[config.mk]
export PLATFORM = sky130hd
export DESIGN_NAME = lvds_tx_output_config
export DESIGN_NICKNAME = d
export VERILOG_FILES = /design/src/rtl/lvds_cfg_pkg.sv /design/src/rtl/two_wire_slave.sv /design/src/rtl/lvds_tx_output_config.sv
export SDC_FILE = /design/constraint.sdc
export NUM_CORES = 1
export LEC_CHECK = 0
export BUFFER_PORTS_ARGS = -buffer_cell sky130_fd_sc_hd__buf_2
export CAP_MARGIN = 10
export CORE_AREA = 2 2 131 133
export CTS_CLUSTER_SIZE = 30
export DETAILED_ROUTE_END_ITERATION = 7
export DIE_AREA = 0 0 133 135
export SLEW_MARGIN = 20
export SYNTH_ARGS = -nofsm -noshare
export SYNTH_HDL_FRONTEND = slang
export SYNTH_HIERARCHICAL = 1
export SYNTH_SLANG_ARGS = --single-unit
[constraint.sdc]
create_clock -name CLK -period 3.8 [get_ports CLK]
set_input_delay 0.57 -clock CLK [delete_from_list [all_inputs] [get_ports CLK]]
set_output_delay 0.57 -clock CLK [all_outputs]
set_load 0.03 [all_outputs]
[src/rtl/lvds_cfg_pkg.sv]
// Purpose: constants and types of the transmitter output configuration bank
// Assumes: 8-bit registers reached over a two-wire serial port, 8-bit register addresses
// Notes: Contract list below
// Contract
// - Bit 7 of 0x1c makes the clock channel swing follow the even bank (0) or the odd bank (1).
// - Bit 6 of 0x1c makes the clock channel common-mode follow the even bank (0) or the odd bank (1).
// - Bit 5 of 0x1c sets the even-bank swing to 400 mV (0) or 250 mV (1).
// - Bit 4 of 0x1c sets the odd-bank swing to 400 mV (0) or 250 mV (1).
// - Bits 3:2 of 0x1c give the even-bank common-mode: 00 1.2 V, 01 1.0 V, 10 0.8 V, 11 unavailable; the code drives the 1.2 V level for 11.
// - Bits 1:0 of 0x1c give the odd-bank common-mode with the same coding; the code drives the 1.2 V level for 11.
// - Bits 4:0 of 0x1d disable even-bank channels E..A when set; bits 7:5 are reserved.
// - Bits 4:0 of 0x1e disable odd-bank channels E..A when set; bits 7:5 are reserved.
// - Mode 11 in bits 7:6 of 0x1f enables outputs while the clock-absent indication is high, lock ignored.
// - Mode 10 enables outputs after 1K pixel clocks and with the PLL strobes aligned to the reference.
// - Mode 01 enables outputs after 2K pixel clocks.
// - Mode 00 enables outputs after 1K pixel clocks.
// - Bit 5 of 0x1f sizes the wait counter at 1K (0) or 2K (1); bits 4:0 are reserved.
// - A host reads and writes the registers over the two-wire serial port with 8-bit addresses.
package lvds_cfg_pkg;
	localparam logic [7:0] ADDR_LEVEL = 8'h1c;
	localparam logic [7:0] ADDR_EVEN_DIS = 8'h1d;
	localparam logic [7:0] ADDR_ODD_DIS = 8'h1e;
	localparam logic [7:0] ADDR_AVAIL = 8'h1f;
	localparam logic [7:0] REG_RESET = 8'h00;
	localparam logic [7:0] DIS_MASK = 8'h1f;
	localparam logic [7:0] AVAIL_MASK = 8'he0;
	localparam int CLK_SWING_SRC_BIT = 7;
	localparam int CLK_CM_SRC_BIT = 6;
	localparam int EVEN_SWING_BIT = 5;
	localparam int ODD_SWING_BIT = 4;
	localparam int EVEN_CM_LSB = 2;
	localparam int ODD_CM_LSB = 0;
	localparam int AVAIL_MODE_LSB = 6;
	localparam int WAIT_SIZE_BIT = 5;
	localparam int NUM_CHANNELS = 5;
	localparam logic [1:0] CM_1V2 = 2'h0;
	localparam logic [1:0] CM_NA = 2'h3;
	localparam int CNT_W = 12;
	localparam logic [CNT_W-1:0] CNT_1K = 12'h400;
	localparam logic [CNT_W-1:0] CNT_2K = 12'h800;
	localparam logic [3:0] BYTE_BITS = 4'h8;
	// serial slave address, value arbitrary
	localparam logic [6:0] SLAVE_ADDR_DEFAULT = 7'h3a;

	typedef enum logic [1:0] {
		MODE_DEFAULT = 2'h0,
		MODE_2K = 2'h1,
		MODE_PLL = 2'h2,
		MODE_NOCLK = 2'h3
	} avail_mode_e;

	typedef struct packed {
		logic swing_low;
		logic [1:0] cm;
	} drive_s;

	typedef struct packed {
		logic en;
		logic [7:0] addr;
		logic [7:0] data;
	} reg_wr_s;
endpackage

[src/rtl/two_wire_slave.sv]
// Purpose: two-wire serial slave giving byte writes and reads to a register bank
// Assumes: scl and sda_in synchronous to clk and slow against it
// Notes: register pointer auto-increments after each data byte
`timescale 1ns/1ps
`default_nettype none
module two_wire_slave
	import lvds_cfg_pkg::*;
#(
	parameter logic [6:0] DEV_ADDR = SLAVE_ADDR_DEFAULT
) (
	input wire logic clk,
	input wire logic nrst,
	input wire logic ce,
	input wire logic scl,
	input wire logic sda_in,
	output logic sda_out,
	output logic sda_oe,
	output reg_wr_s wr,
	output logic [7:0] rd_addr,
	input wire logic [7:0] rd_data
);
	typedef enum logic [2:0] {S_IDLE, S_DEV, S_REG, S_WR, S_ACK, S_RD, S_MACK} slv_state_e;
	slv_state_e st, next_st, after, next_after;
	logic [3:0] bits, next_bits;
	logic [7:0] shreg, next_shreg, ptr, next_ptr;
	logic scl_q, sda_q, next_oe;
	reg_wr_s next_wr;
	logic scl_rise, scl_fall, start, stop;

	assign scl_rise = scl & ~scl_q;
	assign scl_fall = ~scl & scl_q;
	assign start = scl & scl_q & sda_q & ~sda_in;
	assign stop = scl & scl_q & ~sda_q & sda_in;
	assign rd_addr = ptr;

	always_comb begin
		next_st = st;
		next_after = after;
		next_bits = bits;
		next_shreg = shreg;
		next_ptr = ptr;
		next_oe = sda_oe;
		next_wr = '{en: 1'b0, addr: ptr, data: shreg};
		if (start) begin
			next_st = S_DEV;
			next_bits = '0;
			next_oe = 1'b0;
		end else if (stop) begin
			next_st = S_IDLE;
			next_oe = 1'b0;
		end else begin
			unique case (st)
				S_IDLE: begin
				end
				S_DEV, S_REG, S_WR: begin
					if (scl_rise) begin
						next_shreg = {shreg[6:0], sda_in};
						next_bits = bits + 4'h1;
					end else if (scl_fall && bits == BYTE_BITS) begin
						next_bits = '0;
						next_oe = 1'b1;
						next_st = S_ACK;
						if (st == S_DEV) begin
							next_after = shreg[0] ? S_RD : S_REG;
							if (shreg[7:1] != DEV_ADDR) begin
								next_oe = 1'b0;
								next_st = S_IDLE;
							end
						end else if (st == S_REG) begin
							next_ptr = shreg;
							next_after = S_WR;
						end else begin
							next_wr.en = 1'b1;
							next_ptr = ptr + 8'h01;
							next_after = S_WR;
						end
					end
				end
				S_ACK: begin
					if (scl_fall) begin
						next_st = after;
						next_oe = 1'b0;
						if (after == S_RD) begin
							next_shreg = rd_data;
							next_ptr = ptr + 8'h01;
							next_oe = ~rd_data[7];
							next_bits = '0;
						end
					end
				end
				S_RD: begin
					if (scl_fall) begin
						next_bits = bits + 4'h1;
						next_shreg = {shreg[6:0], 1'b0};
						if (bits == BYTE_BITS - 4'h1) begin
							next_oe = 1'b0;
							next_st = S_MACK;
						end else begin
							next_oe = ~shreg[6];
						end
					end
				end
				S_MACK: begin
					if (scl_rise) begin
						next_st = sda_in ? S_IDLE : S_ACK;
						next_after = S_RD;
					end
				end
				default: next_st = S_IDLE;
			endcase
		end
	end

	always_ff @(posedge clk or negedge nrst) begin
		if (!nrst) begin
			st <= S_IDLE;
			after <= S_IDLE;
			bits <= '0;
			shreg <= '0;
			ptr <= '0;
			scl_q <= 1'b1;
			sda_q <= 1'b1;
			sda_oe <= 1'b0;
			sda_out <= 1'b0;
			wr <= '0;
		end else if (ce) begin
			st <= next_st;
			after <= next_after;
			bits <= next_bits;
			shreg <= next_shreg;
			ptr <= next_ptr;
			scl_q <= scl;
			sda_q <= sda_in;
			sda_oe <= next_oe;
			sda_out <= 1'b0;
			wr <= next_wr;
		end
	end

	property p_write_acked;
		@(posedge clk) disable iff (!nrst)
		wr.en |-> sda_oe && st == S_ACK && after == S_WR;
	endproperty
	a_write_acked: assert property (p_write_acked) else $error("write strobe without ack");
endmodule
`default_nettype wire

[src/rtl/lvds_tx_output_config.sv]
// Purpose: output level, channel disable and output availability control of the transmitter
// Assumes: pixel clock tick, clock-absent and strobe alignment inputs synchronous to CLK
// Notes: CE freezes everything, power-down included
`timescale 1ns/1ps
`default_nettype none
module lvds_tx_output_config
	import lvds_cfg_pkg::*;
#(
	parameter logic [6:0] DEV_ADDR = SLAVE_ADDR_DEFAULT
) (
	input wire logic CLK,
	input wire logic NRST,
	input wire logic CE,
	input wire logic POWER_DOWN_INPUT,
	input wire logic SCL,
	input wire logic SDA_IN,
	output logic SDA_OUT,
	output logic SDA_OE,
	input wire logic INPUT_PIXEL_CLOCK_TICK,
	input wire logic NO_CLK,
	input wire logic STROBES_ALIGNED,
	output logic [NUM_CHANNELS-1:0] EVEN_BANK_OUTPUTS_EN,
	output logic [NUM_CHANNELS-1:0] ODD_BANK_OUTPUTS_EN,
	output logic CLOCK_CHANNEL_EN,
	output drive_s EVEN_DRIVE,
	output drive_s ODD_DRIVE,
	output drive_s CLOCK_DRIVE,
	output logic OUTPUTS_AVAILABLE
);
	reg_wr_s wr;
	logic [7:0] rd_addr, rd_data;
	logic [7:0] level, even_dis, odd_dis, avail_ctl;
	logic [7:0] next_level, next_even_dis, next_odd_dis, next_avail_ctl;
	logic [CNT_W-1:0] cnt, next_cnt, target;
	logic next_avail, met;
	avail_mode_e mode;
	logic [NUM_CHANNELS-1:0] next_even_en, next_odd_en;
	drive_s next_even_drive, next_odd_drive, next_clock_drive;

	two_wire_slave #(
		.DEV_ADDR(DEV_ADDR)
	) u_slave (
		.clk(CLK),
		.nrst(NRST),
		.ce(CE),
		.scl(SCL),
		.sda_in(SDA_IN),
		.sda_out(SDA_OUT),
		.sda_oe(SDA_OE),
		.wr(wr),
		.rd_addr(rd_addr),
		.rd_data(rd_data)
	);

	function automatic logic [1:0] cm_level(input logic [1:0] code);
		// the unavailable code falls back to the 1.2 V level
		return (code == CM_NA) ? CM_1V2 : code;
	endfunction

	always_comb begin
		case (rd_addr)
			ADDR_LEVEL: rd_data = level;
			ADDR_EVEN_DIS: rd_data = even_dis;
			ADDR_ODD_DIS: rd_data = odd_dis;
			ADDR_AVAIL: rd_data = avail_ctl;
			default: rd_data = REG_RESET;
		endcase
	end

	// register bank
	always_comb begin
		next_level = level;
		next_even_dis = even_dis;
		next_odd_dis = odd_dis;
		next_avail_ctl = avail_ctl;
		if (POWER_DOWN_INPUT) begin
			next_level = REG_RESET;
			next_even_dis = REG_RESET;
			next_odd_dis = REG_RESET;
			next_avail_ctl = REG_RESET;
		end else if (wr.en) begin
			case (wr.addr)
				ADDR_LEVEL: next_level = wr.data;
				ADDR_EVEN_DIS: next_even_dis = wr.data & DIS_MASK;
				ADDR_ODD_DIS: next_odd_dis = wr.data & DIS_MASK;
				ADDR_AVAIL: next_avail_ctl = wr.data & AVAIL_MASK;
				default: begin
				end
			endcase
		end
	end

	// output availability
	assign mode = avail_mode_e'(avail_ctl[AVAIL_MODE_LSB +: 2]);
	assign target = (mode == MODE_2K || avail_ctl[WAIT_SIZE_BIT]) ? CNT_2K : CNT_1K;
	assign met = next_cnt >= target;

	always_comb begin
		next_cnt = cnt;
		if (POWER_DOWN_INPUT || NO_CLK) begin
			next_cnt = '0;
		end else if (INPUT_PIXEL_CLOCK_TICK && cnt != CNT_2K) begin
			next_cnt = cnt + 12'h001;
		end
		next_avail = 1'b0;
		if (!POWER_DOWN_INPUT) begin
			unique case (mode)
				MODE_NOCLK: next_avail = NO_CLK;
				MODE_PLL: next_avail = met && STROBES_ALIGNED;
				MODE_2K: next_avail = met;
				MODE_DEFAULT: next_avail = met;
			endcase
		end
	end

	// drive levels
	always_comb begin
		next_even_drive.swing_low = next_level[EVEN_SWING_BIT];
		next_even_drive.cm = cm_level(next_level[EVEN_CM_LSB +: 2]);
		next_odd_drive.swing_low = next_level[ODD_SWING_BIT];
		next_odd_drive.cm = cm_level(next_level[ODD_CM_LSB +: 2]);
		next_clock_drive.swing_low = next_level[CLK_SWING_SRC_BIT] ? next_odd_drive.swing_low :
			next_even_drive.swing_low;
		next_clock_drive.cm = next_level[CLK_CM_SRC_BIT] ? next_odd_drive.cm : next_even_drive.cm;
	end

	for (genvar i = 0; i < NUM_CHANNELS; i++) begin : g_chan
		assign next_even_en[i] = next_avail & ~next_even_dis[i];
		assign next_odd_en[i] = next_avail & ~next_odd_dis[i];
	end

	always_ff @(posedge CLK or negedge NRST) begin
		if (!NRST) begin
			level <= REG_RESET;
			even_dis <= REG_RESET;
			odd_dis <= REG_RESET;
			avail_ctl <= REG_RESET;
			cnt <= '0;
			OUTPUTS_AVAILABLE <= 1'b0;
			CLOCK_CHANNEL_EN <= 1'b0;
			EVEN_BANK_OUTPUTS_EN <= '0;
			ODD_BANK_OUTPUTS_EN <= '0;
			EVEN_DRIVE <= '0;
			ODD_DRIVE <= '0;
			CLOCK_DRIVE <= '0;
		end else if (CE) begin
			level <= next_level;
			even_dis <= next_even_dis;
			odd_dis <= next_odd_dis;
			avail_ctl <= next_avail_ctl;
			cnt <= next_cnt;
			OUTPUTS_AVAILABLE <= next_avail;
			CLOCK_CHANNEL_EN <= next_avail;
			EVEN_BANK_OUTPUTS_EN <= next_even_en;
			ODD_BANK_OUTPUTS_EN <= next_odd_en;
			EVEN_DRIVE <= next_even_drive;
			ODD_DRIVE <= next_odd_drive;
			CLOCK_DRIVE <= next_clock_drive;
		end
	end

	property p_clk_swing;
		@(posedge CLK) disable iff (!NRST)
		CLOCK_DRIVE.swing_low == (level[CLK_SWING_SRC_BIT] ? ODD_DRIVE.swing_low : EVEN_DRIVE.swing_low);
	endproperty
	a_clk_swing: assert property (p_clk_swing) else $error("clock swing source wrong");

	property p_clk_cm;
		@(posedge CLK) disable iff (!NRST)
		CLOCK_DRIVE.cm == (level[CLK_CM_SRC_BIT] ? ODD_DRIVE.cm : EVEN_DRIVE.cm);
	endproperty
	a_clk_cm: assert property (p_clk_cm) else $error("clock common-mode source wrong");

	property p_even_swing;
		@(posedge CLK) disable iff (!NRST)
		CE && wr.en && wr.addr == ADDR_LEVEL && !POWER_DOWN_INPUT
		|=> EVEN_DRIVE.swing_low == $past(wr.data[EVEN_SWING_BIT]);
	endproperty
	a_even_swing: assert property (p_even_swing) else $error("even swing not taken from write");

	property p_odd_swing;
		@(posedge CLK) disable iff (!NRST)
		ODD_DRIVE.swing_low == level[ODD_SWING_BIT];
	endproperty
	a_odd_swing: assert property (p_odd_swing) else $error("odd swing mismatch");

	property p_even_cm;
		@(posedge CLK) disable iff (!NRST)
		EVEN_DRIVE.cm == ((level[EVEN_CM_LSB +: 2] == CM_NA) ? CM_1V2 : level[EVEN_CM_LSB +: 2]);
	endproperty
	a_even_cm: assert property (p_even_cm) else $error("even common-mode mismatch");

	property p_odd_cm;
		@(posedge CLK) disable iff (!NRST)
		ODD_DRIVE.cm == ((level[ODD_CM_LSB +: 2] == CM_NA) ? CM_1V2 : level[ODD_CM_LSB +: 2]);
	endproperty
	a_odd_cm: assert property (p_odd_cm) else $error("odd common-mode mismatch");

	property p_even_dis;
		@(posedge CLK) disable iff (!NRST)
		(EVEN_BANK_OUTPUTS_EN & even_dis[4:0]) == '0 && even_dis[7:5] == 3'h0;
	endproperty
	a_even_dis: assert property (p_even_dis) else $error("disabled even channel active");

	property p_odd_dis;
		@(posedge CLK) disable iff (!NRST)
		(ODD_BANK_OUTPUTS_EN & odd_dis[4:0]) == '0 && odd_dis[7:5] == 3'h0;
	endproperty
	a_odd_dis: assert property (p_odd_dis) else $error("disabled odd channel active");

	property p_noclk_mode;
		@(posedge CLK) disable iff (!NRST)
		CE && !POWER_DOWN_INPUT && mode == MODE_NOCLK |=> OUTPUTS_AVAILABLE == $past(NO_CLK);
	endproperty
	a_noclk_mode: assert property (p_noclk_mode) else $error("clock-absent mode does not follow input");

	property p_pll_mode;
		@(posedge CLK) disable iff (!NRST)
		CE && mode == MODE_PLL && !STROBES_ALIGNED |=> !OUTPUTS_AVAILABLE;
	endproperty
	a_pll_mode: assert property (p_pll_mode) else $error("outputs enabled without strobe alignment");

	property p_2k_mode;
		@(posedge CLK) disable iff (!NRST)
		CE && mode == MODE_2K && cnt < CNT_2K - 12'h001 |=> !OUTPUTS_AVAILABLE;
	endproperty
	a_2k_mode: assert property (p_2k_mode) else $error("outputs enabled before 2K clocks");

	property p_1k_mode;
		@(posedge CLK) disable iff (!NRST)
		CE && !POWER_DOWN_INPUT && !NO_CLK && mode == MODE_DEFAULT && !avail_ctl[WAIT_SIZE_BIT] && cnt >= CNT_1K
		|=> OUTPUTS_AVAILABLE;
	endproperty
	a_1k_mode: assert property (p_1k_mode) else $error("outputs not enabled after 1K clocks");

	property p_wait_size;
		@(posedge CLK) disable iff (!NRST)
		CE && mode == MODE_DEFAULT && avail_ctl[WAIT_SIZE_BIT] && cnt < CNT_2K - 12'h001 |=> !OUTPUTS_AVAILABLE
		&& avail_ctl[4:0] == 5'h00;
	endproperty
	a_wait_size: assert property (p_wait_size) else $error("wait size ignored");

	property p_power_down;
		@(posedge CLK) disable iff (!NRST)
		CE && POWER_DOWN_INPUT |=> level == REG_RESET && even_dis == REG_RESET && odd_dis == REG_RESET
		&& avail_ctl == REG_RESET && !OUTPUTS_AVAILABLE;
	endproperty
	a_power_down: assert property (p_power_down) else $error("power-down did not clear");

	property p_gate;
		@(posedge CLK) disable iff (!NRST)
		(|EVEN_BANK_OUTPUTS_EN || |ODD_BANK_OUTPUTS_EN || CLOCK_CHANNEL_EN) |-> OUTPUTS_AVAILABLE;
	endproperty
	a_gate: assert property (p_gate) else $error("channel active before availability");
endmodule
`default_nettype wire

Word-level counts from Yosys, hierarchy flattened
Index checks and enable logic that the tools add are counted.

cells by class
  add/subtract/negate cells = 3
  order comparisons = 1
  equal/unequal tests = 44
  mux-type cells = 78
  bitwise logic cells = 35
  reductions and logical operators = 27

operators by type and width
  operator                                                                 count
  8-bit 2-to-1 mux                                                         22
  8-bit by 5-bit equality test with 1-bit output, second input constant    8
  3-bit 2-to-1 mux                                                         16
  12-bit 2-to-1 mux                                                        3
  8-bit case mux with 4 select lines                                       1
  4-bit 2-to-1 mux                                                         7
  4-bit by 1-bit inequality test with 1-bit output, second input constant  6
  8-bit case mux with 3 select lines                                       1
  1-bit 2-to-1 mux                                                         19
  1-bit inverter                                                           18
  1-bit bitwise AND                                                        17
  8-bit case mux with 2 select lines                                       1
  8-bit AND reduction                                                      2
  3-bit case mux with 5 select lines                                       1
  2-bit by 1-bit inequality test with 1-bit output, second input constant  7
  7-bit AND reduction                                                      2
  12-bit by 1-bit adder with 12-bit output, second input constant          1
  3-bit equality test, second input constant                               4
  12-bit >= comparator                                                     1
  12-bit inequality test, second input constant                            1
  3-bit by 1-bit inequality test with 1-bit output, second input constant  4
  4-bit case mux with 3 select lines                                       1
  2-bit nonzero test                                                       6
  3-bit AND reduction                                                      3
  25 further kinds                                                         36

storage, ports and cells
  register bits = 110
  input port bits = 9
  output and inout port bits = 23
  word-level logic and storage cells = 215

Logic depth before layout (Yosys ltp)
Gate-level depths: netlist (run 1).

  depth in word-level cells = 9
  gate-level depth with buffers = 12
  depth with buffers taken out = 12

Modules after synthesis
Netlist (run 1), hierarchy kept.

modules (own cells, without submodules)
  module                 instances  cells each  area an instance (µm²)  sequential area each (µm²)
  lvds_tx_output_config  1          322         3100.5                  1276.2
  two_wire_slave         1          254         2625.0                  1153.6

Worst setup path before layout (run 1)
No wires, ideal clock.

  path type = input -> register
  start point = input port INPUT_PIXEL_CLOCK_TICK
  end point = register EVEN_BANK_OUTPUTS_EN[0]
  setup time = 0.101 ns
  data arrival time = 2.725 ns
  data required time = 3.699 ns
  setup slack = 0.975 ns
  stages on the path = 12
  buffers on the path = 1
  cells stage by stage = buf_2 nand3_1 or2_2 nor3_1 xnor2_1 nand2b_1 ha_1 nand2_1 a311o_1 a211oi_2 a21oi_4 o32ai_1

on the way
  word-level cells in the longest chain between the ends = 8

RTL lines
  element                                 line                          RTL
  start: declaration                      lvds_tx_output_config.sv:19   input wire logic INPUT_PIXEL_CLOCK_TICK,
  1-bit logical AND (*)                   lvds_tx_output_config.sv:102  end else if (INPUT_PIXEL_CLOCK_TICK && cnt != CNT_2K) begin
  12-bit 2-to-1 mux (*)                   lvds_tx_output_config.sv:102
  12-bit 2-to-1 mux (*)                   lvds_tx_output_config.sv:100  if (POWER_DOWN_INPUT || NO_CLK) begin
  12-bit >= comparator (*)                lvds_tx_output_config.sv:96   assign met = next_cnt >= target;
  1-bit logical AND                       lvds_tx_output_config.sv:109  MODE_PLL: next_avail = met && STROBES_ALIGNED;
  1-bit case mux with 3 select lines (*)  lvds_tx_output_config.sv:107  unique case (mode)
  1-bit 2-to-1 mux (*)                    lvds_tx_output_config.sv:106  if (!POWER_DOWN_INPUT) begin
  1-bit bitwise AND (*)                   lvds_tx_output_config.sv:128  assign next_even_en[i] = next_avail & ~next_even_dis[i];
  end signal: assignment                  lvds_tx_output_config.sv:154  EVEN_BANK_OUTPUTS_EN <= next_even_en;
  end: declaration                        lvds_tx_output_config.sv:22   output logic [NUM_CHANNELS-1:0] EVEN_BANK_OUTPUTS_EN,

Every way passes the cells marked *; elsewhere a longest branch is shown, timed or not.
A chain may end at the register's enable or synchronous reset.

Worst setup path after layout (run 1)
  start point = register cnt[1]
  end point = register ODD_BANK_OUTPUTS_EN[0]

on the way
  word-level cells in the longest chain between the ends = 9
  elaborated cells on any way between the ends = 10
  those cells by class = 1 x add/sub; 1 x order compare; 1 x eq/ne; 4 x mux; 1 x bitwise; 2 x reduce/logical

RTL lines
  element                                                                           line                          RTL
  start: declaration                                                                lvds_tx_output_config.sv:34   logic [CNT_W-1:0] cnt, next_cnt, target;
  start signal: assignment                                                          lvds_tx_output_config.sv:151  cnt <= next_cnt;
  branches (longest 2 deep; another with 12-bit by 1-bit adder with 12-bit output)  --
  12-bit 2-to-1 mux (*)                                                             lvds_tx_output_config.sv:102
  12-bit 2-to-1 mux (*)                                                             lvds_tx_output_config.sv:100
  12-bit >= comparator (*)                                                          lvds_tx_output_config.sv:96
  1-bit logical AND                                                                 lvds_tx_output_config.sv:109
  1-bit case mux with 3 select lines (*)                                            lvds_tx_output_config.sv:107
  1-bit 2-to-1 mux (*)                                                              lvds_tx_output_config.sv:106
  1-bit bitwise AND (*)                                                             lvds_tx_output_config.sv:129  assign next_odd_en[i] = next_avail & ~next_odd_dis[i];
  end signal: assignment                                                            lvds_tx_output_config.sv:155  ODD_BANK_OUTPUTS_EN <= next_odd_en;
  end: declaration                                                                  lvds_tx_output_config.sv:23   output logic [NUM_CHANNELS-1:0] ODD_BANK_OUTPUTS_EN,

Mark *: on every way between the ends.

==> results of run 1 <==
-- layout make-up --
type | count | share of cell area [%]
Clock buffer | 9 | 3.63
Clock inverter | 7 | 0.867
Inverter | 26 | 1.57
Multi-Input combinational cell | 409 | 47.5
Sequential cell | 97 | 39.2
Tap cell | 220 | 4.44
Timing Repair Buffer | 33 | 2.82
-- power breakdown --
group	switching [mW]	total [mW]	internal [mW]
combinational	0.201	0.363	0.162
sequential	0.169	1.32	1.15
clock	0.433	0.882	0.449
-- registers in the layout, summed over array words and instances (netlist names), 4 cells and up --
signal / cells
level: 8
EVEN_BANK_OUTPUTS_EN: 5
u_slave/shreg: 8
cnt: 12
u_slave/bits: 4
even_dis: 5
u_slave/rd_addr: 8
odd_dis: 5
ODD_BANK_OUTPUTS_EN: 5
u_slave/wr: 17
-- cell families (layout without fill, tap and decap cells) --
kind of cell / after synthesis / count (layout)
buf+inv: 70 / 75
flops: 97 / 97
fa+ha+maj: 7 / 7
mux: 71 / 71
compound gates: 146 / 146
simple gates: 178 / 178
other cells: 1 / 1
xor+xnor: 6 / 6
-- cells in the mapped netlist (4+ instances only) --
cell       count
nor3b_1        5
mux2_2        40
o2bb2ai_1     12
o32ai_1       10
inv_1         25
ha_1           7
a22oi_1        8
clkbuf_1      14
o21ai_1        5
o22a_1         8
nand2b_1       7
buf_4         14
nand2_1       30
buf_2         10
nand3_1       20
xnor2_1        4
a21oi_1       38
o21ai_0       14
a31oi_1        7
nor3_1         4
nor2_1        66
dfrtp_1       95
nand4_1        4
mux2i_1       30
-- worst max-delay path: stages, from the launching register on --
cell and delay (ns):
dfrtp_1 0.44, ha_1 0.23, nand3_1 0.12, or2_2 0.33, nor3_1 0.20, xnor2_1 0.15, nand2b_1 0.15, ha_1 0.16
inv_1 0.04, a21oi_1 0.16, o22ai_1 0.19, nor3_2 0.58, o32ai_1 0.19
-- path summary, 6_finish.rpt --
| path | to | slack, ns | depth (start not counted) |
|---|---|---|---|
| worst max-delay path | ODD_BANK_OUTPUTS_EN[0] | 0.72 | 12 |
| worst min-delay path | odd_dis[3] | 0.24 | 1 |
| worst max register to register | ODD_BANK_OUTPUTS_EN[0] | 0.72 | 12 |
| worst min register to register | CLOCK_DRIVE[2] | 0.49 | 1 |
| max in group asynchronous | u_slave/scl_q | 2.72 | 2 |
| min in group CLK | CLOCK_DRIVE[2] | 0.49 | 1 |
-- routing by layer --
| layer | vias to the layer above | share of wire (%) | global-route usage, % |
|---|---|---|---|
| met2 | 100 | 46 | 24.4 |
| met1 | 2180 | 48 | 21.9 |
| met4 | 0 | 1.4 | 4.78 |
| met5 | - | 0 | 0 |
| met3 | 16 | 4.2 | 3.00 |
| li1 | 2099 | - | - |
==> impl_metrics.tcl, run 1 <==
set metrics [dict create \
    cts_root_buf "clkbuf_16" \
    cts_max_path_buffers 2 \
    syn_to_final_growth_pct 8.33 \
    ys.flop_type "dfrtp_1" \
    post_cts_resized 0 \
    wl_um 13300 \
    vias 4395 \
    synth.ff_latch_count 97 \
    p_per_area_nw_per_um2 414 \
    crit_path_end_kind "flip-flop" \
    dp.final_hpwl_um 9330 \
    dieArea_um2 18000 \
    fin_area_um2 6200 \
    cts_tree "done" \
    fill_cells 1634 \
    clk_pin_slew_worst_paths_ns 0.07 \
    synth_area_leader_cell "dfrtp_1" \
    syn_nets 592 \
    dr.pass1.iters 4 \
    drc 0 \
    cts_max_level 3 \
    grt_max_degree 53 \
    port_buffers 30 \
    drive_above_1_share_pct 20.1 \
    seq_area_frac_synth_pct 42.4 \
    clock.fmax_mhz 325 \
    cts_setup_buffers 0 \
    clock_latency_ns 0.36 \
    antenna_cells 0 \
    multi_input_area_um2 2950 \
    finalSetupTns_ns 0 \
    worstSetupStartpointType "flip-flop" \
    first_global_vias 4117 \
    placed_area_um2 5920 \
    syn_area_per_cell_um2 9.94 \
    fin_nets 592 \
    final_common_cell "dfrtp_1" \
    viasPerCell 5.49 \
    rsz0062_at_grt "false" \
    hp-class "input port to async pin" \
    cts_sinks 97 \
    max-cap-violations 0 \
    cp.arrival_ns 3.29 \
    p_leak_nw 2.57 \
    grt_pass1_wl_um 22400 \
    ios 32 \
    start_util_pct 34.9 \
    wire_per_inst_um 16.6 \
    status "finished, final reports clean" \
    gp_congestion 0.899 \
    synth.distinct_cells 88 \
    ff_latch_area_um2 2430 \
    reg2reg_from "cnt[1]" \
    finalCritPeriodShare_pct 81.1 \
    cts_buffers 9 \
    fin_skew_ns 0.00841 \
    synth_edf_count 0 \
    instances_no_fill 801 \
    finalHoldViolCount 0 \
    rows 47 \
    setup_viol 0 \
    grtUsageTotal_pct 15.6 \
    required_ns 4.01 \
    total_power_mw 2.57 \
    syn-cell-area_um2 5730 \
    placed_cells 785 \
    slew_viol_final 0 \
    synth_top_family_by_area "compound AO/OA/AOI/OAI gates" \
    max-vdd-ir-drop_uv 276 \
    criticalPathCategory "flip-flop to flip-flop" \
    synth_fa_ha_area_share_pct 1.53 \
    slew-limit-headroom_pct 51.7 \
    cts_hold_buf 0 \
    netlist.area_leader.share_pct 41.5 \
    layout_common_cells "dfrtp_1, nor2_1, mux2_2, a21oi_1" \
    grt_overflow_total 0 \
    synth.area.top_cells "dfrtp_1, mux2_2, mux2i_1, nor2_1, a21oi_1" \
    antenna_found_initial 0 \
    synthSimpleGateAreaFrac_pct 16.9 \
    fin_hold_ws_ns 0.243 \
    synth_compound_area_share_pct 18.6 \
    async_reset_ff_share_pct 100 \
    synth_warnings 6 \
    min_period_ns 3.08 \
    synthMuxAreaShare_pct 13.3 \
    synthCells 576 \
    die_h_um 135 \
    tightest_slew_ns 0.723 \
    die_x_um 133 \
    synth-xor-area-share_pct 1.05 \
    startpoint "cnt[1]" \
    core_area_um2 16400 \
    dr.first_iter.drc_count 302 \
    utilization_pct 37.8 \
    setup_ws_ns 0.718 \
    pre_cts_slack_ns 0.632 \
    postRouteAntennaNets 0 \
    path_max_fanout 10 \
]
Note: power is estimated with default switching activity, not from simulation.
==> inputs of run 2 (changes only) <==
clock period = 2.8 ns   (was 3.8 ns; I/O delays follow)
==> impl_metrics.tcl, run 2 (synthesized netlist as in run 1, its figures left out) <==
set metrics [dict create \
    status "finished, final reports clean" \
    antenna_cells 0 \
    p_leak_nw 2.78 \
    finalHoldViolCount 0 \
    first_global_vias 4496 \
    clk_pin_slew_worst_paths_ns 0.07 \
    start_util_pct 34.9 \
    syn_to_final_growth_pct 15.1 \
    cp.arrival_ns 3.03 \
    drc 0 \
    crit_path_end_kind "flip-flop" \
    multi_input_area_um2 3090 \
    finalSetupTns_ns 0 \
    setup_viol 0 \
    cts_max_level 3 \
    met2WireLength_um 6660 \
    tightest_slew_ns 0.682 \
    worstSetupStartpointType "flip-flop" \
    min_to "cnt[10]" \
    die_x_um 133 \
    wl_um 14100 \
    die_h_um 135 \
    cts_root_buf "clkbuf_16" \
    layout_common_cells "dfrtp_1, nor2_1, mux2_2, a21oi_1, buf_4" \
    top_register "u_slave/wr" \
    rsz0062_at_grt "true" \
    drt-met1-wl_um 6570 \
    wire_per_inst_um 16.9 \
    fin_skew_ns 0.00899 \
    postRouteAntennaNets 0 \
    cts_max_path_buffers 2 \
    reg2reg_depth 12 \
    p_per_area_nw_per_um2 527 \
    ff_latch_area_um2 2430 \
    clock_latency_ns 0.34 \
    reg2reg_slack_ns 0.02 \
    port_buffers 30 \
    grt_pass1_wl_um 23500 \
    hp-class "input port to flip-flop" \
    met3_wirelength_um 572 \
    holdCritStartpoint "NO_CLK" \
    dr.first_iter.drc_count 418 \
    min_period_ns 2.78 \
    required_ns 3.05 \
    maxUsedRoutingLayer "met4" \
    core_area_um2 16400 \
    largest_register_ffs 17 \
    clock.fmax_mhz 360 \
    max-cap-violations 0 \
    antenna_found_initial 0 \
    max-vdd-ir-drop_uv 326 \
    path_max_fanout 5 \
    r2r-end "EVEN_BANK_OUTPUTS_EN[3]" \
    grtUsageTotal_pct 16.2 \
    viasPerCell 5.52 \
    grt_max_degree 37 \
    reg_top3 "u_slave/wr: 17 flops, cnt: 12 flops" \
    finalCritPeriodShare_pct 99.2 \
    drive_above_1_share_pct 26.8 \
    instances_no_fill 833 \
    placed_cells 811 \
    hold_depth 4 \
    utilization_pct 40.2 \
    cts_tree "done" \
    dr.pass1.iters 5 \
    criticalPathCategory "flip-flop to flip-flop" \
    grt_overflow_total 0 \
    vias 4600 \
    dp.final_hpwl_um 9960 \
    dieArea_um2 18000 \
    fill_cells 1602 \
    rows 47 \
    ios 32 \
    slew-limit-headroom_pct 54.3 \
    slew_viol_final 0 \
    final_common_cell "dfrtp_1" \
    reg2reg_from "cnt[0]" \
    cts_buffers 9 \
    cts_sinks 97 \
    gp_congestion 0.895 \
    fin_nets 624 \
]
[run 2: worst max path at each step]
| stage | from | endpoint | slack (ns) | cells past startpoint |
|---|---|---|---|---|
| finish | cnt[0] | EVEN_BANK_OUTPUTS_EN[3] | 0.02 | 12 |
| global route | cnt[0] | EVEN_BANK_OUTPUTS_EN[3] | -0.17 | 12 |
| CTS | cnt[1] | ODD_BANK_OUTPUTS_EN[3] | -0.03 | 12 |
| detailed placement | cnt[1] | ODD_BANK_OUTPUTS_EN[1] | -0.14 | 12 |
| global placement | cnt[0] | ODD_BANK_OUTPUTS_EN[1] | 0.07 | 12 |
| floorplan | cnt[1] | EVEN_BANK_OUTPUTS_EN[0] | 0.10 | 12 |
[run 2: critical path: stages (launching register included)]
cell and delay [ns]:
dfrtp_1 0.37, buf_6 0.11, nand4_1 0.16, nor3_2 0.24, nand3_1 0.11, xor2_1 0.18, nor2_1 0.07, ha_1 0.30
nand2_2 0.06, a311o_1 0.31, a211oi_4 0.32, a21oi_4 0.16, o32ai_2 0.28
[run 2: where the power goes]
part / leakage (nW) / internal (mW) / switching (mW)
Clock: 0.135 / 0.624 / 0.531
Sequential: 1.30 / 1.57 / 0.232
Combinational: 1.34 / 0.236 / 0.284
Total: 2.78 / 2.43 / 1.05
[run 2: what timing repair did]
action | 4_1_cts | 5_1_grt
buffers inserted | 2 | 2
endpoints found under the setup margin | 10 | 11
gates resized for setup | 19 | 5
hold buffers | 1 | 0
pin swaps | 6 | 17
endpoints found under the hold margin | 19 | 0
gates cloned | 1 | 0
[run 2: layout make-up]
class	instances	share of cell area, %
multi-input combinational	410	47.0
tap	220	4.18
timing repair buffer	64	6.34
sequential	97	36.9
inverter	26	1.48
clock buffer	11	3.68
clock inverter	5	0.475
[run 2: per-layer routing]
| layer | GRT usage, % | vias up |
|---|---|---|
| met3 | 3.45 | 22 |
| met4 | 4.36 | 0 |
| li1 | - | 2168 |
| met1 | 21.8 | 2285 |
| met2 | 26.6 | 125 |
| met5 | 0 | - |
[run 2: per-stage QoR]
stage	hold WS, ns	cell area (um^2)	total power [mW]	setup slack [ns]
floorplan	0.124	5730	2.14	0.104
CTS	0.446	6550	3.50	-0.0271
global placement	0.342	6120	2.32	0.0685
global route	0.457	6590	3.66	-0.166
finish	0.461	6590	3.47	0.0214
detailed placement	0.345	6120	2.34	-0.135
